### src/verilog/i2c_master_defs.vh
// register map, field positions and reset values of the two-wire master engine
// Summary of operation
// - prescaled tick is clock over two^(exponent+1)
// - low, high, start-stop, data counts time phases
// - clock low equals hold, setup plus low
// - high phase counts only once clock line high
// - no new transfer while error flags set
// - automatic stop after address or data nack
// - nack leaves live bit; clearing loads queued command
// - start then address with write bit
// - ninth pulse samples address acknowledge, flags nack
// - write bytes stretch until holding register full
// - zero-byte command sends only start, address, stop
// - data nack flag, interrupt when enabled
// - transmit slot free drives dma transmit request
// - command done flag on command completion
// - start then address with read bit
// - read bytes stretch, store, ack all but last
// - receive byte waiting drives dma receive request
// - arbitration loss releases bus, waits for stop
// - busy bus: wait for stop before start
// - bus busy state is not software visible
// - bytes are eight bits, msb first, acked
// - start after stopless command gives repeated start
`ifndef I2C_MASTER_DEFS_VH
`define I2C_MASTER_DEFS_VH
`define OFF_CLOCK_WAVEFORM 8'h00
`define OFF_CONTROL 8'h04
`define OFF_CURRENT_CMD 8'h08
`define OFF_QUEUED_CMD 8'h0C
`define OFF_STATUS 8'h10
`define OFF_IRQ_ENABLE 8'h14
`define OFF_STATUS_CLEAR 8'h18
`define OFF_TX_HOLD 8'h1C
`define OFF_RX_HOLD 8'h20
`define RST_CLOCK_WAVEFORM 32'h00000000
`define RST_CONTROL 32'h00000001
`define RST_IRQ_ENABLE 32'h00000000
`define CW_LOW_LSB 0
`define CW_LOW_MSB 7
`define CW_HIGH_LSB 8
`define CW_HIGH_MSB 15
`define CW_STARTSTOP_LSB 16
`define CW_STARTSTOP_MSB 23
`define CW_DATA_LSB 24
`define CW_DATA_MSB 27
`define CW_PRESCALE_LSB 28
`define CW_PRESCALE_MSB 30
`define CTL_ENABLE 0
`define CMD_READ 0
`define CMD_ADDR_LSB 1
`define CMD_ADDR_MSB 7
`define CMD_START 13
`define CMD_STOP 14
`define CMD_LIVE 15
`define CMD_NB_LSB 16
`define CMD_NB_MSB 23
`define STA_RX_WAIT 0
`define STA_TX_FREE 1
`define STA_DONE 3
`define STA_ADDR_NACK 8
`define STA_DATA_NACK 9
`define STA_ARB_LOST 10
`endif

### src/verilog/i2c_prescaler.v
// prescaler that turns the core clock into a one-cycle tick
`timescale 1ns/1ps
module i2c_prescaler #(
  parameter EXPW = 3
) (
  input wire core_clk,
  input wire rst,
  input wire [EXPW-1:0] exponent,
  output reg tick
);
  localparam CW = (1 << EXPW); // counter wide enough for the largest division
  reg [CW-1:0] divCnt; // free running divider count
  wire [CW-1:0] limit; // last count of one tick period
  // all ones shifted down: period of two^(exponent+1) core cycles
  assign limit = {CW{1'b1}} >> ((CW - 1) - exponent);
  // count up and pulse tick at the limit
  always @(posedge core_clk) begin
    if (rst) begin
      divCnt <= {CW{1'b0}};
      tick <= 1'b0;
    end else if (divCnt >= limit) begin
      divCnt <= {CW{1'b0}};
      tick <= 1'b1;
    end else begin
      divCnt <= divCnt + 1'b1;
      tick <= 1'b0;
    end
  end
endmodule // i2c_prescaler

### src/verilog/i2c_master_engine.v
// two-wire bus master engine with register port and bit sequencer
//
// Design decisions made here: the register addresses and the strobed register port.
`timescale 1ns/1ps
`include "i2c_master_defs.vh"
module i2c_master_engine (
  input wire core_clk,
  input wire rst,
  input wire [7:0] regAddr,
  input wire [31:0] regWrData,
  input wire regWr,
  input wire regRd,
  output reg [31:0] regRdData,
  input wire sclIn,
  output reg sclOut,
  output reg sclOe,
  input wire sdaIn,
  output reg sdaOut,
  output reg sdaOe,
  output reg transmitSlotFree,
  output reg receiveByteWaiting,
  output reg irq
);
  // one-hot sequencer states
  localparam S_IDLE = 10'b0000000001;
  localparam S_START = 10'b0000000010;
  localparam S_LOWH = 10'b0000000100;
  localparam S_LOWS = 10'b0000001000;
  localparam S_HIGH = 10'b0000010000;
  localparam S_STOP1 = 10'b0000100000;
  localparam S_STOP2 = 10'b0001000000;
  localparam S_STOP3 = 10'b0010000000;
  localparam S_RSTA1 = 10'b0100000000;
  localparam S_RSTA2 = 10'b1000000000;

  reg [31:0] clockWaveform; // timing counts and prescale exponent
  reg enable; // master enable from control register
  reg [31:0] currentCommand; // command being executed
  reg [31:0] queuedCommand; // next command waiting
  reg [31:0] irqEnable; // interrupt enable per status bit
  reg [7:0] transmitHold; // byte written by software or dma
  reg [7:0] receiveHold; // last byte received
  reg commandDone; // command finished flag
  reg addrNack; // address not acknowledged
  reg dataNack; // data not acknowledged
  reg arbLost; // arbitration lost
  reg [9:0] state; // sequencer state
  reg [8:0] cnt; // prescaled tick counter of the phase
  reg [3:0] bitIdx; // bit within byte, 8 is the acknowledge
  reg [7:0] shreg; // shift register for address and data
  reg [7:0] byteCount; // remaining data bytes
  reg addrPhase; // current byte is the address
  reg isRead; // command is a read
  reg stopAfter; // command asks for stop at the end
  reg errStop; // stop caused by a nack
  reg held; // bus kept with clock low after a stopless command
  reg busBusy; // bus activity seen between start and stop
  reg prevSda; // last sampled data line
  reg prevScl; // last sampled clock line
  wire tick; // prescaled time base
  reg stall; // freezes the phase counter
  reg [8:0] tgt; // last count of the phase
  wire timeUp; // phase time elapsed
  wire errAny; // any error flag blocking starts
  wire [15:0] statusWord; // status as software reads it
  wire wrStatusClear; // software write to the status clear register

  i2c_prescaler #(
    .EXPW(3)
  ) u_prescaler (
    .core_clk(core_clk),
    .rst(rst),
    .exponent(clockWaveform[`CW_PRESCALE_MSB:`CW_PRESCALE_LSB]),
    .tick(tick)
  );

  assign errAny = addrNack | dataNack | arbLost;
  assign wrStatusClear = regWr && (regAddr == `OFF_STATUS_CLEAR);
  // bus busy state is deliberately left out of the status word
  assign statusWord = {5'h00, arbLost, dataNack, addrNack, 4'h0, commandDone, 1'b0,
    transmitSlotFree, receiveByteWaiting};
  assign timeUp = tick && !stall && (cnt >= tgt);

  // phase length and stretch condition of the current state
  always @* begin
    stall = 1'b0;
    tgt = 9'h000;
    case (state)
      S_START: tgt = {1'b0, clockWaveform[`CW_STARTSTOP_MSB:`CW_STARTSTOP_LSB]};
      S_LOWH: begin
        tgt = {5'h00, clockWaveform[`CW_DATA_MSB:`CW_DATA_LSB]}; // data hold
        // first bit of a data byte waits for the holding registers
        if (bitIdx == 4'h0 && !addrPhase) begin
          stall = isRead ? receiveByteWaiting : transmitSlotFree;
        end
      end
      // data setup plus programmed low
      S_LOWS: tgt = {1'b0, clockWaveform[`CW_LOW_MSB:`CW_LOW_LSB]} +
        {5'h00, clockWaveform[`CW_DATA_MSB:`CW_DATA_LSB]};
      S_HIGH: begin
        tgt = {1'b0, clockWaveform[`CW_HIGH_MSB:`CW_HIGH_LSB]};
        stall = !sclIn; // wait for release by stretching party
      end
      S_STOP1: tgt = {5'h00, clockWaveform[`CW_DATA_MSB:`CW_DATA_LSB]};
      S_STOP2: begin
        tgt = {1'b0, clockWaveform[`CW_STARTSTOP_MSB:`CW_STARTSTOP_LSB]};
        stall = !sclIn;
      end
      S_STOP3: tgt = {1'b0, clockWaveform[`CW_LOW_MSB:`CW_LOW_LSB]}; // bus free time
      S_RSTA1: tgt = {1'b0, clockWaveform[`CW_LOW_MSB:`CW_LOW_LSB]};
      S_RSTA2: begin
        tgt = {1'b0, clockWaveform[`CW_STARTSTOP_MSB:`CW_STARTSTOP_LSB]};
        stall = !sclIn;
      end
      default: tgt = 9'h000;
    endcase
  end

  // watch the lines for start and stop conditions of any master
  always @(posedge core_clk) begin
    if (rst) begin
      prevSda <= 1'b1;
      prevScl <= 1'b1;
      busBusy <= 1'b0;
    end else begin
      prevSda <= sdaIn;
      prevScl <= sclIn;
      if (sclIn && prevScl && prevSda && !sdaIn) begin
        busBusy <= 1'b1; // start seen
      end else if (sclIn && prevScl && !prevSda && sdaIn) begin
        busBusy <= 1'b0; // stop seen
      end
    end
  end

  // end of a command: stop if asked, otherwise keep the bus
  task finishCmd;
    begin
      cnt <= 9'h000;
      if (stopAfter) begin
        state <= S_STOP1;
        sclOe <= 1'b1;
        errStop <= 1'b0;
      end else begin
        state <= S_IDLE;
        held <= 1'b1;
        commandDone <= 1'b1;
        currentCommand[`CMD_LIVE] <= 1'b0;
      end
    end
  endtask

  // nack: stop on the bus and keep the command live
  task nackStop;
    begin
      cnt <= 9'h000;
      state <= S_STOP1;
      sclOe <= 1'b1;
      errStop <= 1'b1; // live bit stays set
    end
  endtask

  // register file and bit sequencer
  always @(posedge core_clk) begin
    if (rst) begin
      clockWaveform <= `RST_CLOCK_WAVEFORM;
      enable <= (`RST_CONTROL != 32'h00000000);
      currentCommand <= 32'h00000000;
      queuedCommand <= 32'h00000000;
      irqEnable <= `RST_IRQ_ENABLE;
      transmitHold <= 8'h00;
      receiveHold <= 8'h00;
      transmitSlotFree <= 1'b1;
      receiveByteWaiting <= 1'b0;
      commandDone <= 1'b0;
      addrNack <= 1'b0;
      dataNack <= 1'b0;
      arbLost <= 1'b0;
      state <= S_IDLE; // both lines released
      cnt <= 9'h000;
      bitIdx <= 4'h0;
      shreg <= 8'h00;
      byteCount <= 8'h00;
      addrPhase <= 1'b0;
      isRead <= 1'b0;
      stopAfter <= 1'b0;
      errStop <= 1'b0;
      held <= 1'b0;
      sclOe <= 1'b0;
      sdaOe <= 1'b0;
      sclOut <= 1'b0;
      sdaOut <= 1'b0;
      regRdData <= 32'h00000000;
      irq <= 1'b0;
    end else begin
      sclOut <= 1'b0; // open drain: only the enable moves
      sdaOut <= 1'b0;
      irq <= |(irqEnable[15:0] & statusWord);
      // phase counter advances on unstalled ticks
      if (tick && !stall) begin
        cnt <= cnt + 9'h001;
      end
      // register reads, data valid one cycle after the strobe
      regRdData <= 32'h00000000;
      if (regRd) begin
        if (regAddr == `OFF_CLOCK_WAVEFORM) begin
          regRdData <= clockWaveform;
        end else if (regAddr == `OFF_CONTROL) begin
          regRdData <= {31'h00000000, enable};
        end else if (regAddr == `OFF_CURRENT_CMD) begin
          regRdData <= currentCommand;
        end else if (regAddr == `OFF_QUEUED_CMD) begin
          regRdData <= queuedCommand;
        end else if (regAddr == `OFF_STATUS) begin
          regRdData <= {16'h0000, statusWord};
        end else if (regAddr == `OFF_IRQ_ENABLE) begin
          regRdData <= irqEnable;
        end else if (regAddr == `OFF_RX_HOLD) begin
          regRdData <= {24'h000000, receiveHold};
          receiveByteWaiting <= 1'b0; // reading empties the holding register
        end
      end
      // status clear: write one to clear, a set in this cycle wins below
      if (wrStatusClear) begin
        commandDone <= commandDone & ~regWrData[`STA_DONE];
        addrNack <= addrNack & ~regWrData[`STA_ADDR_NACK];
        dataNack <= dataNack & ~regWrData[`STA_DATA_NACK];
        arbLost <= arbLost & ~regWrData[`STA_ARB_LOST];
      end
      // register writes
      if (regWr) begin
        if (regAddr == `OFF_CLOCK_WAVEFORM) begin
          clockWaveform <= regWrData;
        end else if (regAddr == `OFF_CONTROL) begin
          enable <= regWrData[`CTL_ENABLE];
        end else if (regAddr == `OFF_CURRENT_CMD) begin
          currentCommand <= regWrData;
        end else if (regAddr == `OFF_QUEUED_CMD) begin
          queuedCommand <= regWrData;
        end else if (regAddr == `OFF_IRQ_ENABLE) begin
          irqEnable <= regWrData;
        end else if (regAddr == `OFF_TX_HOLD) begin
          transmitHold <= regWrData[7:0];
          transmitSlotFree <= 1'b0;
        end
      end
      case (state)
        S_IDLE: begin
          if (!currentCommand[`CMD_LIVE] && queuedCommand[`CMD_LIVE]) begin
            currentCommand <= queuedCommand;
            queuedCommand[`CMD_LIVE] <= 1'b0;
          end else if (currentCommand[`CMD_LIVE] && enable && !errAny) begin
            isRead <= currentCommand[`CMD_READ];
            stopAfter <= currentCommand[`CMD_STOP];
            byteCount <= currentCommand[`CMD_NB_MSB:`CMD_NB_LSB];
            cnt <= 9'h000;
            if (currentCommand[`CMD_START]) begin
              if (held) begin
                state <= S_RSTA1; // repeated start
                sdaOe <= 1'b0;
              end else if (!busBusy) begin
                state <= S_START;
                sdaOe <= 1'b1;
              end
            end else if (held) begin
              // continuation of a held transfer without address
              addrPhase <= 1'b0;
              bitIdx <= 4'h0;
              if (currentCommand[`CMD_NB_MSB:`CMD_NB_LSB] == 8'h00) begin
                finishCmd;
              end else begin
                state <= S_LOWH;
              end
            end else begin
              commandDone <= 1'b1; // nothing to continue
              currentCommand[`CMD_LIVE] <= 1'b0;
            end
          end
        end
        S_START: begin
          // data low while clock high, then clock low
          if (timeUp) begin
            held <= 1'b0;
            sclOe <= 1'b1;
            shreg <= {currentCommand[`CMD_ADDR_MSB:`CMD_ADDR_LSB], isRead};
            addrPhase <= 1'b1;
            bitIdx <= 4'h0;
            cnt <= 9'h000;
            state <= S_LOWH;
          end
        end
        S_LOWH: begin
          sclOe <= 1'b1;
          if (timeUp) begin
            cnt <= 9'h000;
            state <= S_LOWS;
            if (bitIdx == 4'h8) begin
              // address and write acks are released, read ack all but last
              sdaOe <= (isRead && !addrPhase) ? (byteCount != 8'h01) : 1'b0;
            end else if (isRead && !addrPhase) begin
              sdaOe <= 1'b0;
            end else if (bitIdx == 4'h0 && !addrPhase) begin
              shreg <= transmitHold;
              sdaOe <= ~transmitHold[7]; // msb first
              transmitSlotFree <= 1'b1;
            end else begin
              sdaOe <= ~shreg[7];
            end
          end
        end
        S_LOWS: begin
          if (timeUp) begin
            cnt <= 9'h000;
            sclOe <= 1'b0;
            state <= S_HIGH;
          end
        end
        S_HIGH: begin
          if (timeUp) begin
            cnt <= 9'h000;
            if (bitIdx != 4'h8) begin
              shreg <= {shreg[6:0], sdaIn};
              bitIdx <= bitIdx + 4'h1;
              if (!(isRead && !addrPhase) && !sdaOe && !sdaIn) begin
                // sent a one but line is low: give up the bus
                arbLost <= 1'b1;
                sdaOe <= 1'b0;
                held <= 1'b0;
                state <= S_IDLE;
              end else begin
                sclOe <= 1'b1;
                state <= S_LOWH;
              end
            end else begin
              sclOe <= 1'b1;
              bitIdx <= 4'h0;
              if (addrPhase) begin
                addrPhase <= 1'b0;
                if (sdaIn) begin
                  addrNack <= 1'b1;
                  nackStop;
                end else if (byteCount == 8'h00) begin
                  finishCmd; // no data bytes
                end else begin
                  state <= S_LOWH;
                end
              end else if (!isRead && sdaIn) begin
                dataNack <= 1'b1;
                nackStop;
              end else begin
                if (isRead) begin
                  receiveHold <= shreg;
                  receiveByteWaiting <= 1'b1;
                end
                byteCount <= byteCount - 8'h01;
                if (byteCount == 8'h01) begin
                  finishCmd;
                end else begin
                  state <= S_LOWH;
                end
              end
            end
          end
        end
        S_STOP1: begin
          // clock low, data pulled low ahead of the stop
          sdaOe <= 1'b1;
          if (timeUp) begin
            cnt <= 9'h000;
            sclOe <= 1'b0;
            state <= S_STOP2;
          end
        end
        S_STOP2: begin
          if (timeUp) begin
            cnt <= 9'h000;
            sdaOe <= 1'b0; // data rises with clock high
            state <= S_STOP3;
          end
        end
        S_STOP3: begin
          // bus free time before anything new
          if (timeUp) begin
            held <= 1'b0;
            state <= S_IDLE;
            if (!errStop) begin
              commandDone <= 1'b1;
              currentCommand[`CMD_LIVE] <= 1'b0;
            end
          end
        end
        S_RSTA1: begin
          if (timeUp) begin
            cnt <= 9'h000;
            sclOe <= 1'b0;
            state <= S_RSTA2;
          end
        end
        S_RSTA2: begin
          if (timeUp) begin
            cnt <= 9'h000;
            sdaOe <= 1'b1;
            state <= S_START;
          end
        end
        default: state <= S_IDLE;
      endcase
    end
  end
endmodule // i2c_master_engine

### config.mk
export PLATFORM = sky130hd
export DESIGN_NAME = i2c_master_engine
export DESIGN_NICKNAME = d
export VERILOG_FILES = /design/src/verilog/i2c_prescaler.v /design/src/verilog/i2c_master_engine.v
export VERILOG_INCLUDE_DIRS = /design/src /design/src/verilog
export SDC_FILE = /design/constraint.sdc
export NUM_CORES = 1
export LEC_CHECK = 0
export BUFFER_PORTS_ARGS = -buffer_cell sky130_fd_sc_hd__buf_2
export CAP_MARGIN = 20
export CORE_AREA = 3 3 176 178
export CTS_CLUSTER_SIZE = 16
export DETAILED_ROUTE_END_ITERATION = 16
export DIE_AREA = 0 0 179 181
export GPL_TIMING_DRIVEN = 0
export PLACE_DENSITY_LB_ADDON = 0.2
export REMOVE_ABC_BUFFERS = 1
export SYNTH_ARGS = -nofsm -noshare
export SYNTH_HDL_FRONTEND = slang
export SYNTH_SLANG_ARGS = --single-unit
### constraint.sdc
create_clock -name core_clk -period 3.5 [get_ports core_clk]
set_clock_uncertainty 0.1 [all_clocks]
set_input_delay 0.35 -clock core_clk [delete_from_list [all_inputs] [get_ports core_clk]]
set_output_delay 0.35 -clock core_clk [all_outputs]
set_load 0.02 [all_outputs]
# Word level (Yosys, flattened, before mapping)
# Index checks and enable logic that the tools add are counted.
# word_totals
output_inout_bits	39
ff_bits	242
# classes
bitwise_logic	23
magnitude_cmp	2
n_shift	1
muxes	218
n_reduce_logical	63
add_sub_neg	6
eq_ne	58
# ops
cell	n
two-way mux 32 bit	10
two-way mux 10 bit	18
two-way mux 1 bit	136
two-way mux 16 bit	7
two-way mux 8 bit	14
one-hot mux 10 bit (10 select lines)	1
!= test 2 bit (second input constant)	24
one-hot mux 9 bit (5 select lines)	1
two-way mux 9 bit	4
AND reduction 11 bit	3
equality test 8 x 5 -> 1 bit (second input constant)	4
right shift 8 x 32 -> 8 bit (first input constant)	1
two-way mux 15 bit	2
two-way mux 6 bit	5
two-way mux 4 bit	7
!= test 4 bit (second input constant)	7
logical NOT 8 bit	3
one-hot mux 8 bit (3 select lines)	1
AND reduction 7 bit	3
one-hot mux 9 bit (2 select lines)	1
bitwise AND 16 x 11 -> 16 bit	1
equality test 8 x 4 -> 1 bit (second input constant)	2
logical AND 1 bit	16
inverter 1 bit	16
51 further kinds	84

# Logic depth before layout (Yosys ltp)
# depth
word_depth	15
mapped_depth	19

# Modules after synthesis
# A second synthesis with hierarchy kept.
# hier_totals
hier_cells	1407
area_unflattened_um2	11568.6
# modules_own_cells
mod	cells_each	n_inst	seq_area_each_um2	area_per_inst_um2
i2c_master_engine	1352	1	4664.5	11021.8
i2c_prescaler	55	1	180.2	546.8

# Worst setup path before layout
# Ideal clock, no wire load.
# synth_timing
kind	register to register
from	reg state[0]
to	reg byteCount[7]
arrival_ns	3.660
stages_incl_launch_ff	17
period_less_slack_ns	3.874
setup_ns	0.114
slack_ns	-0.374
path_cell_list	dfxtp_1 > buf_6 > or4_4 > nor4b_4 > clkbuf_1 > a22oi_1 > nand2_1 > a21oi_1 > ha_1 > and4_1 > a221o_1 > a31oi_1 > nand2_1 > buf_2 > a31oi_1 > nor3_1 > a21o_1
# synth_between
elab_chain_len	8
elab_cells_between_ends	29
# synth_rtl
item	line_no	rtl
start, declared	i2c_master_engine.v:47	reg [9:0] state;
start signal, assigned	i2c_master_engine.v:179	state <= S_IDLE;
start signal, assigned	i2c_master_engine.v:259	state <= S_RSTA1;
start signal, assigned	i2c_master_engine.v:262	state <= S_START;
branches (longest 8 deep; another with greater-or-equal comparator 9 bit)	-	
end signal, assigned	i2c_master_engine.v:255	byteCount <= currentCommand[`CMD_NB_MSB:`CMD_NB_LSB];
end signal, assigned	i2c_master_engine.v:355	byteCount <= byteCount - 8'h01;
end, declared	i2c_master_engine.v:51	reg [7:0] byteCount;
# Several ways; the timed one is not identified.
# A chain may end at the register's enable or synchronous reset.

# Worst setup path in the final report
# layout_timing
from	reg state[5]
to	reg byteCount[2]
# The elaborated chain is that of the path after synthesis.

==> run_results.csv <==
group,metric,value,unit
status,status,"finished, violations left",
status,failed_checks,"setup timing",
sta,rsz_0062_raised_after_global_routing,"true",
clocking,ctsHtreeMaxLevel,1,
power_and_ir_drop,cellPowerDensity,441,mW/mm²
power_and_ir_drop,vdd_drop_max,0.000331,V
placement,io_buffer_count,82,
sta,finalSetupViolCount,58,
routing,totalWireLength,37.6,mm
synth,cell_area_after_synthesis,0.0118,mm²
critical_path,regToRegStartpoint,"state[5]$_SDFFE_PP0P_",
floorplan,placement_rows,63,
clocking,cts_made_buffers,28,
clocking,clock_latency,0.54,ns
floorplan,die_area,0.0324,mm²
synth,ys_ff_latch,242,
clocking,clock_slew_at_reported_path_ffs,0.06,ns
critical_path,cp.arrival,4.08,ns
synth,synth_seq_area_share,41.2,%
placement,placed_area,0.0125,mm²
clocking,cts_buffer_depth,3,
global_routing,grt_antenna_before_repair,0,
routing,via_count,11000,
synth,yosys_warnings,0,
floorplan,start_util,39.8,%
critical_path,largest_fanout_of_any_net_on_the_critical_path,7,
synth,syn_area_per_cell,7.91,µm²
routing,drt-wirelength-per-cell,18.9,µm
critical_path,reg2reg_setup_slack,-0.28,ns
critical_path,critical_path.startpoint_type,"flip-flop",
worst_hold_path,timing.hold.worst.class,"input pin to flip-flop",
critical_path,first_element_of_the_critical_path,"state[5]$_SDFFE_PP0P_",
critical_path,timing_worst_setup_path_type,"flip-flop to flip-flop",
synth,yosys_most_used_dff,"dfxtp_1",
routing,drt_pass1_iterations,6,
routing,drc_errors,0,
synth,synthCells,1488,
critical_path,timing.critical_path.to_type,"flip-flop",
critical_path,critical_path_required,3.80,ns
routing,drt_first_iter_violations,891,
final_layout,final_net_count,1655,
sta,report.final.hold_viol_count,0,
sta,max_freq,264,MHz
worst_hold_path,worstHoldStart,"regWrData[3]",
global_routing,globalRouteTotalUtil,22.5,%
power_and_ir_drop,cellLeakagePower,5.38,nW
clocking,root_buffer_master,"clkbuf_16",
sta,slew_at_the_pin_closest_to_its_max_slew_limit,1.12,ns
global_routing,largest_net_degree_at_the_start_of_global_routing,106,
routing,avgViaCountPerCell,5.55,
placement,globalplace.congestion,0.881,
sta,fin_max_slew_vios,0,
floorplan,num_ports,85,
final_layout,share_of_final_layout_standard_cells_stronger_than_drive_strength_1,17.6,%
routing,drt.antenna.violating_nets,0,
critical_path,rr_endpoint,"byteCount[2]$_SDFFE_PP0P_",
sta,max-slew-margin-rel,25.7,%
clocking,tritoncts,"yes",
global_routing,first_global_vias,10600,
clocking,clock_sink_count,242,
run,drv_cap,0,
sta,post-route-period-util,108,%
placement,dp_hpwl,23.7,mm
final_layout,area_growth_syn_to_layout,23.0,%
synth,synth.lib_cells_used.distinct,78,
global_routing,grt_first_pass_wirelength,58.8,mm
critical_path,r2r_cells,15,
final_layout,antenna_cells_inserted,0,
floorplan,die_w,179,µm
sta,timing.final.ws_setup,-0.284,ns
synth,postSynth.asyncResetShare,0,%
synth,synth_edf_count,0,
floorplan,core,0.0296,mm²
final_layout,fin_area,0.0145,mm²
floorplan,die_h,181,µm
critical_path,crit_end,"byteCount[2]$_SDFFE_PP0P_",
power_and_ir_drop,post-layout-total-power,6.38,mW
sta,post-route-min-period,3.78,ns
global_routing,global_route.overflow_total,0,
## cell usage in the layout (no fill, tap or decap), types with 10 or more instances in the layout
cell	synthesis	layout
buf_4	5	36
dfxtp_1	242	227
a22oi_1	15	12
dfxtp_4	0	10
ha_1	26	24
nor3_1	31	24
a221oi_1	11	10
nand4_1	12	12
xor2_1	16	16
inv_1	30	30
o21ai_0	76	73
mux2i_1	68	68
a211oi_1	46	45
nor2_1	109	108
dlygate4sd3_1	0	27
nor2b_1	25	25
nand2_1	312	306
buf_6	5	14
clkbuf_16	0	29
nand3_1	25	22
buf_2	8	82
a21oi_1	175	167
nor4_1	13	13
## timing repair
item,4_1_cts,5_1_grt
endpoints found under the setup margin,59,59
setup buffers,34,10
gates resized for setup,79,20
pin swaps,37,21
endpoints found under the hold margin,76,0
hold buffers,27,0
cloned,1,1
## cells in the mapped netlist, types with 3 or more instances
cell type / instances / area share [%]
nand2_1: 312 / 10
dfxtp_1: 242 / 41
a21oi_1: 175 / 7.4
nor2_1: 109 / 3.5
clkbuf_1: 91 / 2.9
o21ai_0: 76 / 3.2
mux2i_1: 68 / 5.8
a211oi_1: 46 / 2.9
nor3_1: 31 / 1.3
inv_1: 30 / 0.96
ha_1: 26 / 2.8
nand3_1: 25 / 1.1
nor2b_1: 25 / 1.3
xor2_1: 16 / 1.2
a22oi_1: 15 / 0.96
nor4_1: 13 / 0.69
nand4_1: 12 / 0.64
a221oi_1: 11 / 0.82
and3_1: 11 / 0.58
a21o_1: 9 / 0.57
and2_1: 8 / 0.43
buf_2: 8 / 0.34
xnor2_1: 8 / 0.60
a31oi_1: 6 / 0.32
o211ai_1: 6 / 0.38
or2_2: 6 / 0.32
or4_1: 6 / 0.38
buf_4: 5 / 0.32
buf_6: 5 / 0.48
nand2b_1: 5 / 0.27
nand3b_1: 5 / 0.32
nor4b_1: 5 / 0.37
or3_1: 5 / 0.27
a221o_1: 3 / 0.26
nor3b_1: 3 / 0.19
o22ai_1: 3 / 0.16
o31ai_1: 3 / 0.19
## report_power, final
part | total [mW] | switching (mW) | internal (mW)
Clock | 2.96 | 1.17 | 1.79
Combinational | 0.609 | 0.367 | 0.242
Sequential | 2.81 | 0.0340 | 2.78
## sequential cells by signal (all words and copies together), names as in the netlist, 4 cells and up
register            cells
receiveHold             8
state                  10
transmitHold            8
currentCommand         32
queuedCommand          32
clockWaveform          32
u_prescaler.divCnt      8
bitIdx                  4
regRdData              32
cnt                     9
irqEnable              32
shreg                   8
byteCount               8
## layout make-up
cell class,instances,area [µm²]
tap,390,488
sequential,242,4890
clock inverter,8,92.6
timing repair buffer,171,1340
fill,2817,15100
multi-input combinational,1109,6720
inverter,30,113
clock buffer,39,833
## per-stage QoR
step | util, % | instances | hold slack, ns | setup TNS, ns | setup slack [ns]
CTS | 48.2 | 1976 | 0.000459 | -9.90 | -0.244
detailed placement | 42.2 | 1867 | 0.344 | -71.28 | -1.54
global placement | 41.2 | 1851 | 0.338 | -545.05 | -4.35
finish | 48.9 | 1989 | 0.0107 | -9.50 | -0.284
floorplan | - | 1379 | 0.319 | -67.36 | -1.19
global route | 48.9 | 1989 | 0.0135 | -20.26 | -0.438
## worst min path at each step
stage | endpoint | slack, ns | cells past startpoint
global route | irqEnable[15]$_SDFFE_PP0P_ | 0.01 | 3
floorplan | addrNack$_SDFF_PP0_ | 0.32 | 1
finish | queuedCommand[3]$_SDFFE_PP0P_ | 0.01 | 3
CTS | clockWaveform[8]$_SDFFE_PP0P_ | 0.0005 | 3
global placement | irqEnable[19]$_SDFFE_PP0P_ | 0.34 | 2
detailed placement | irqEnable[11]$_SDFFE_PP0P_ | 0.34 | 2
## logic make-up (layout without fill, tap and decap cells)
| group | Yosys count | count (layout) | share of synthesized area [%] |
|---|---|---|---|
| compound gates | 380 | 380 | 19.4 |
| xor+xnor | 24 | 24 | 1.79 |
| fa+ha+maj | 27 | 27 | 2.93 |
| buf+inv | 140 | 248 | 5.04 |
| flops | 242 | 242 | 41.2 |
| mux | 70 | 70 | 5.98 |
| other cells | 1 | 2 | 0.0319 |
| simple gates | 604 | 606 | 23.7 |
## worst max-delay path, cell delays in order, from the launching register on
cell and delay (ns):
dfxtp_4 0.37, or4_4 0.56, nor4b_4 0.33, buf_8 0.17
a22oi_2 0.05, nand2_1 0.09, a21oi_2 0.04, ha_1 0.30
and4_1 0.21, a221o_1 0.33, a31oi_4 0.29, nand2_4 0.15
buf_6 0.16, a31o_4 0.26, a32oi_1 0.16, nor2_1 0.05
## layer usage
| metal | global-route usage, % | vias up | routed length, µm | part of all wire (%) |
|---|---|---|---|---|
| li1 | - | 5369 | - | - |
| met1 | 31.1 | 5239 | 16800 | 45 |
| met2 | 36.8 | 366 | 17700 | 47 |
| met3 | 2.77 | 69 | 2180 | 5.8 |
| met4 | 6.70 | 0 | 894 | 2.4 |
| met5 | 0 | - | 0 | 0 |
Power figures use the tool's default switching activity.
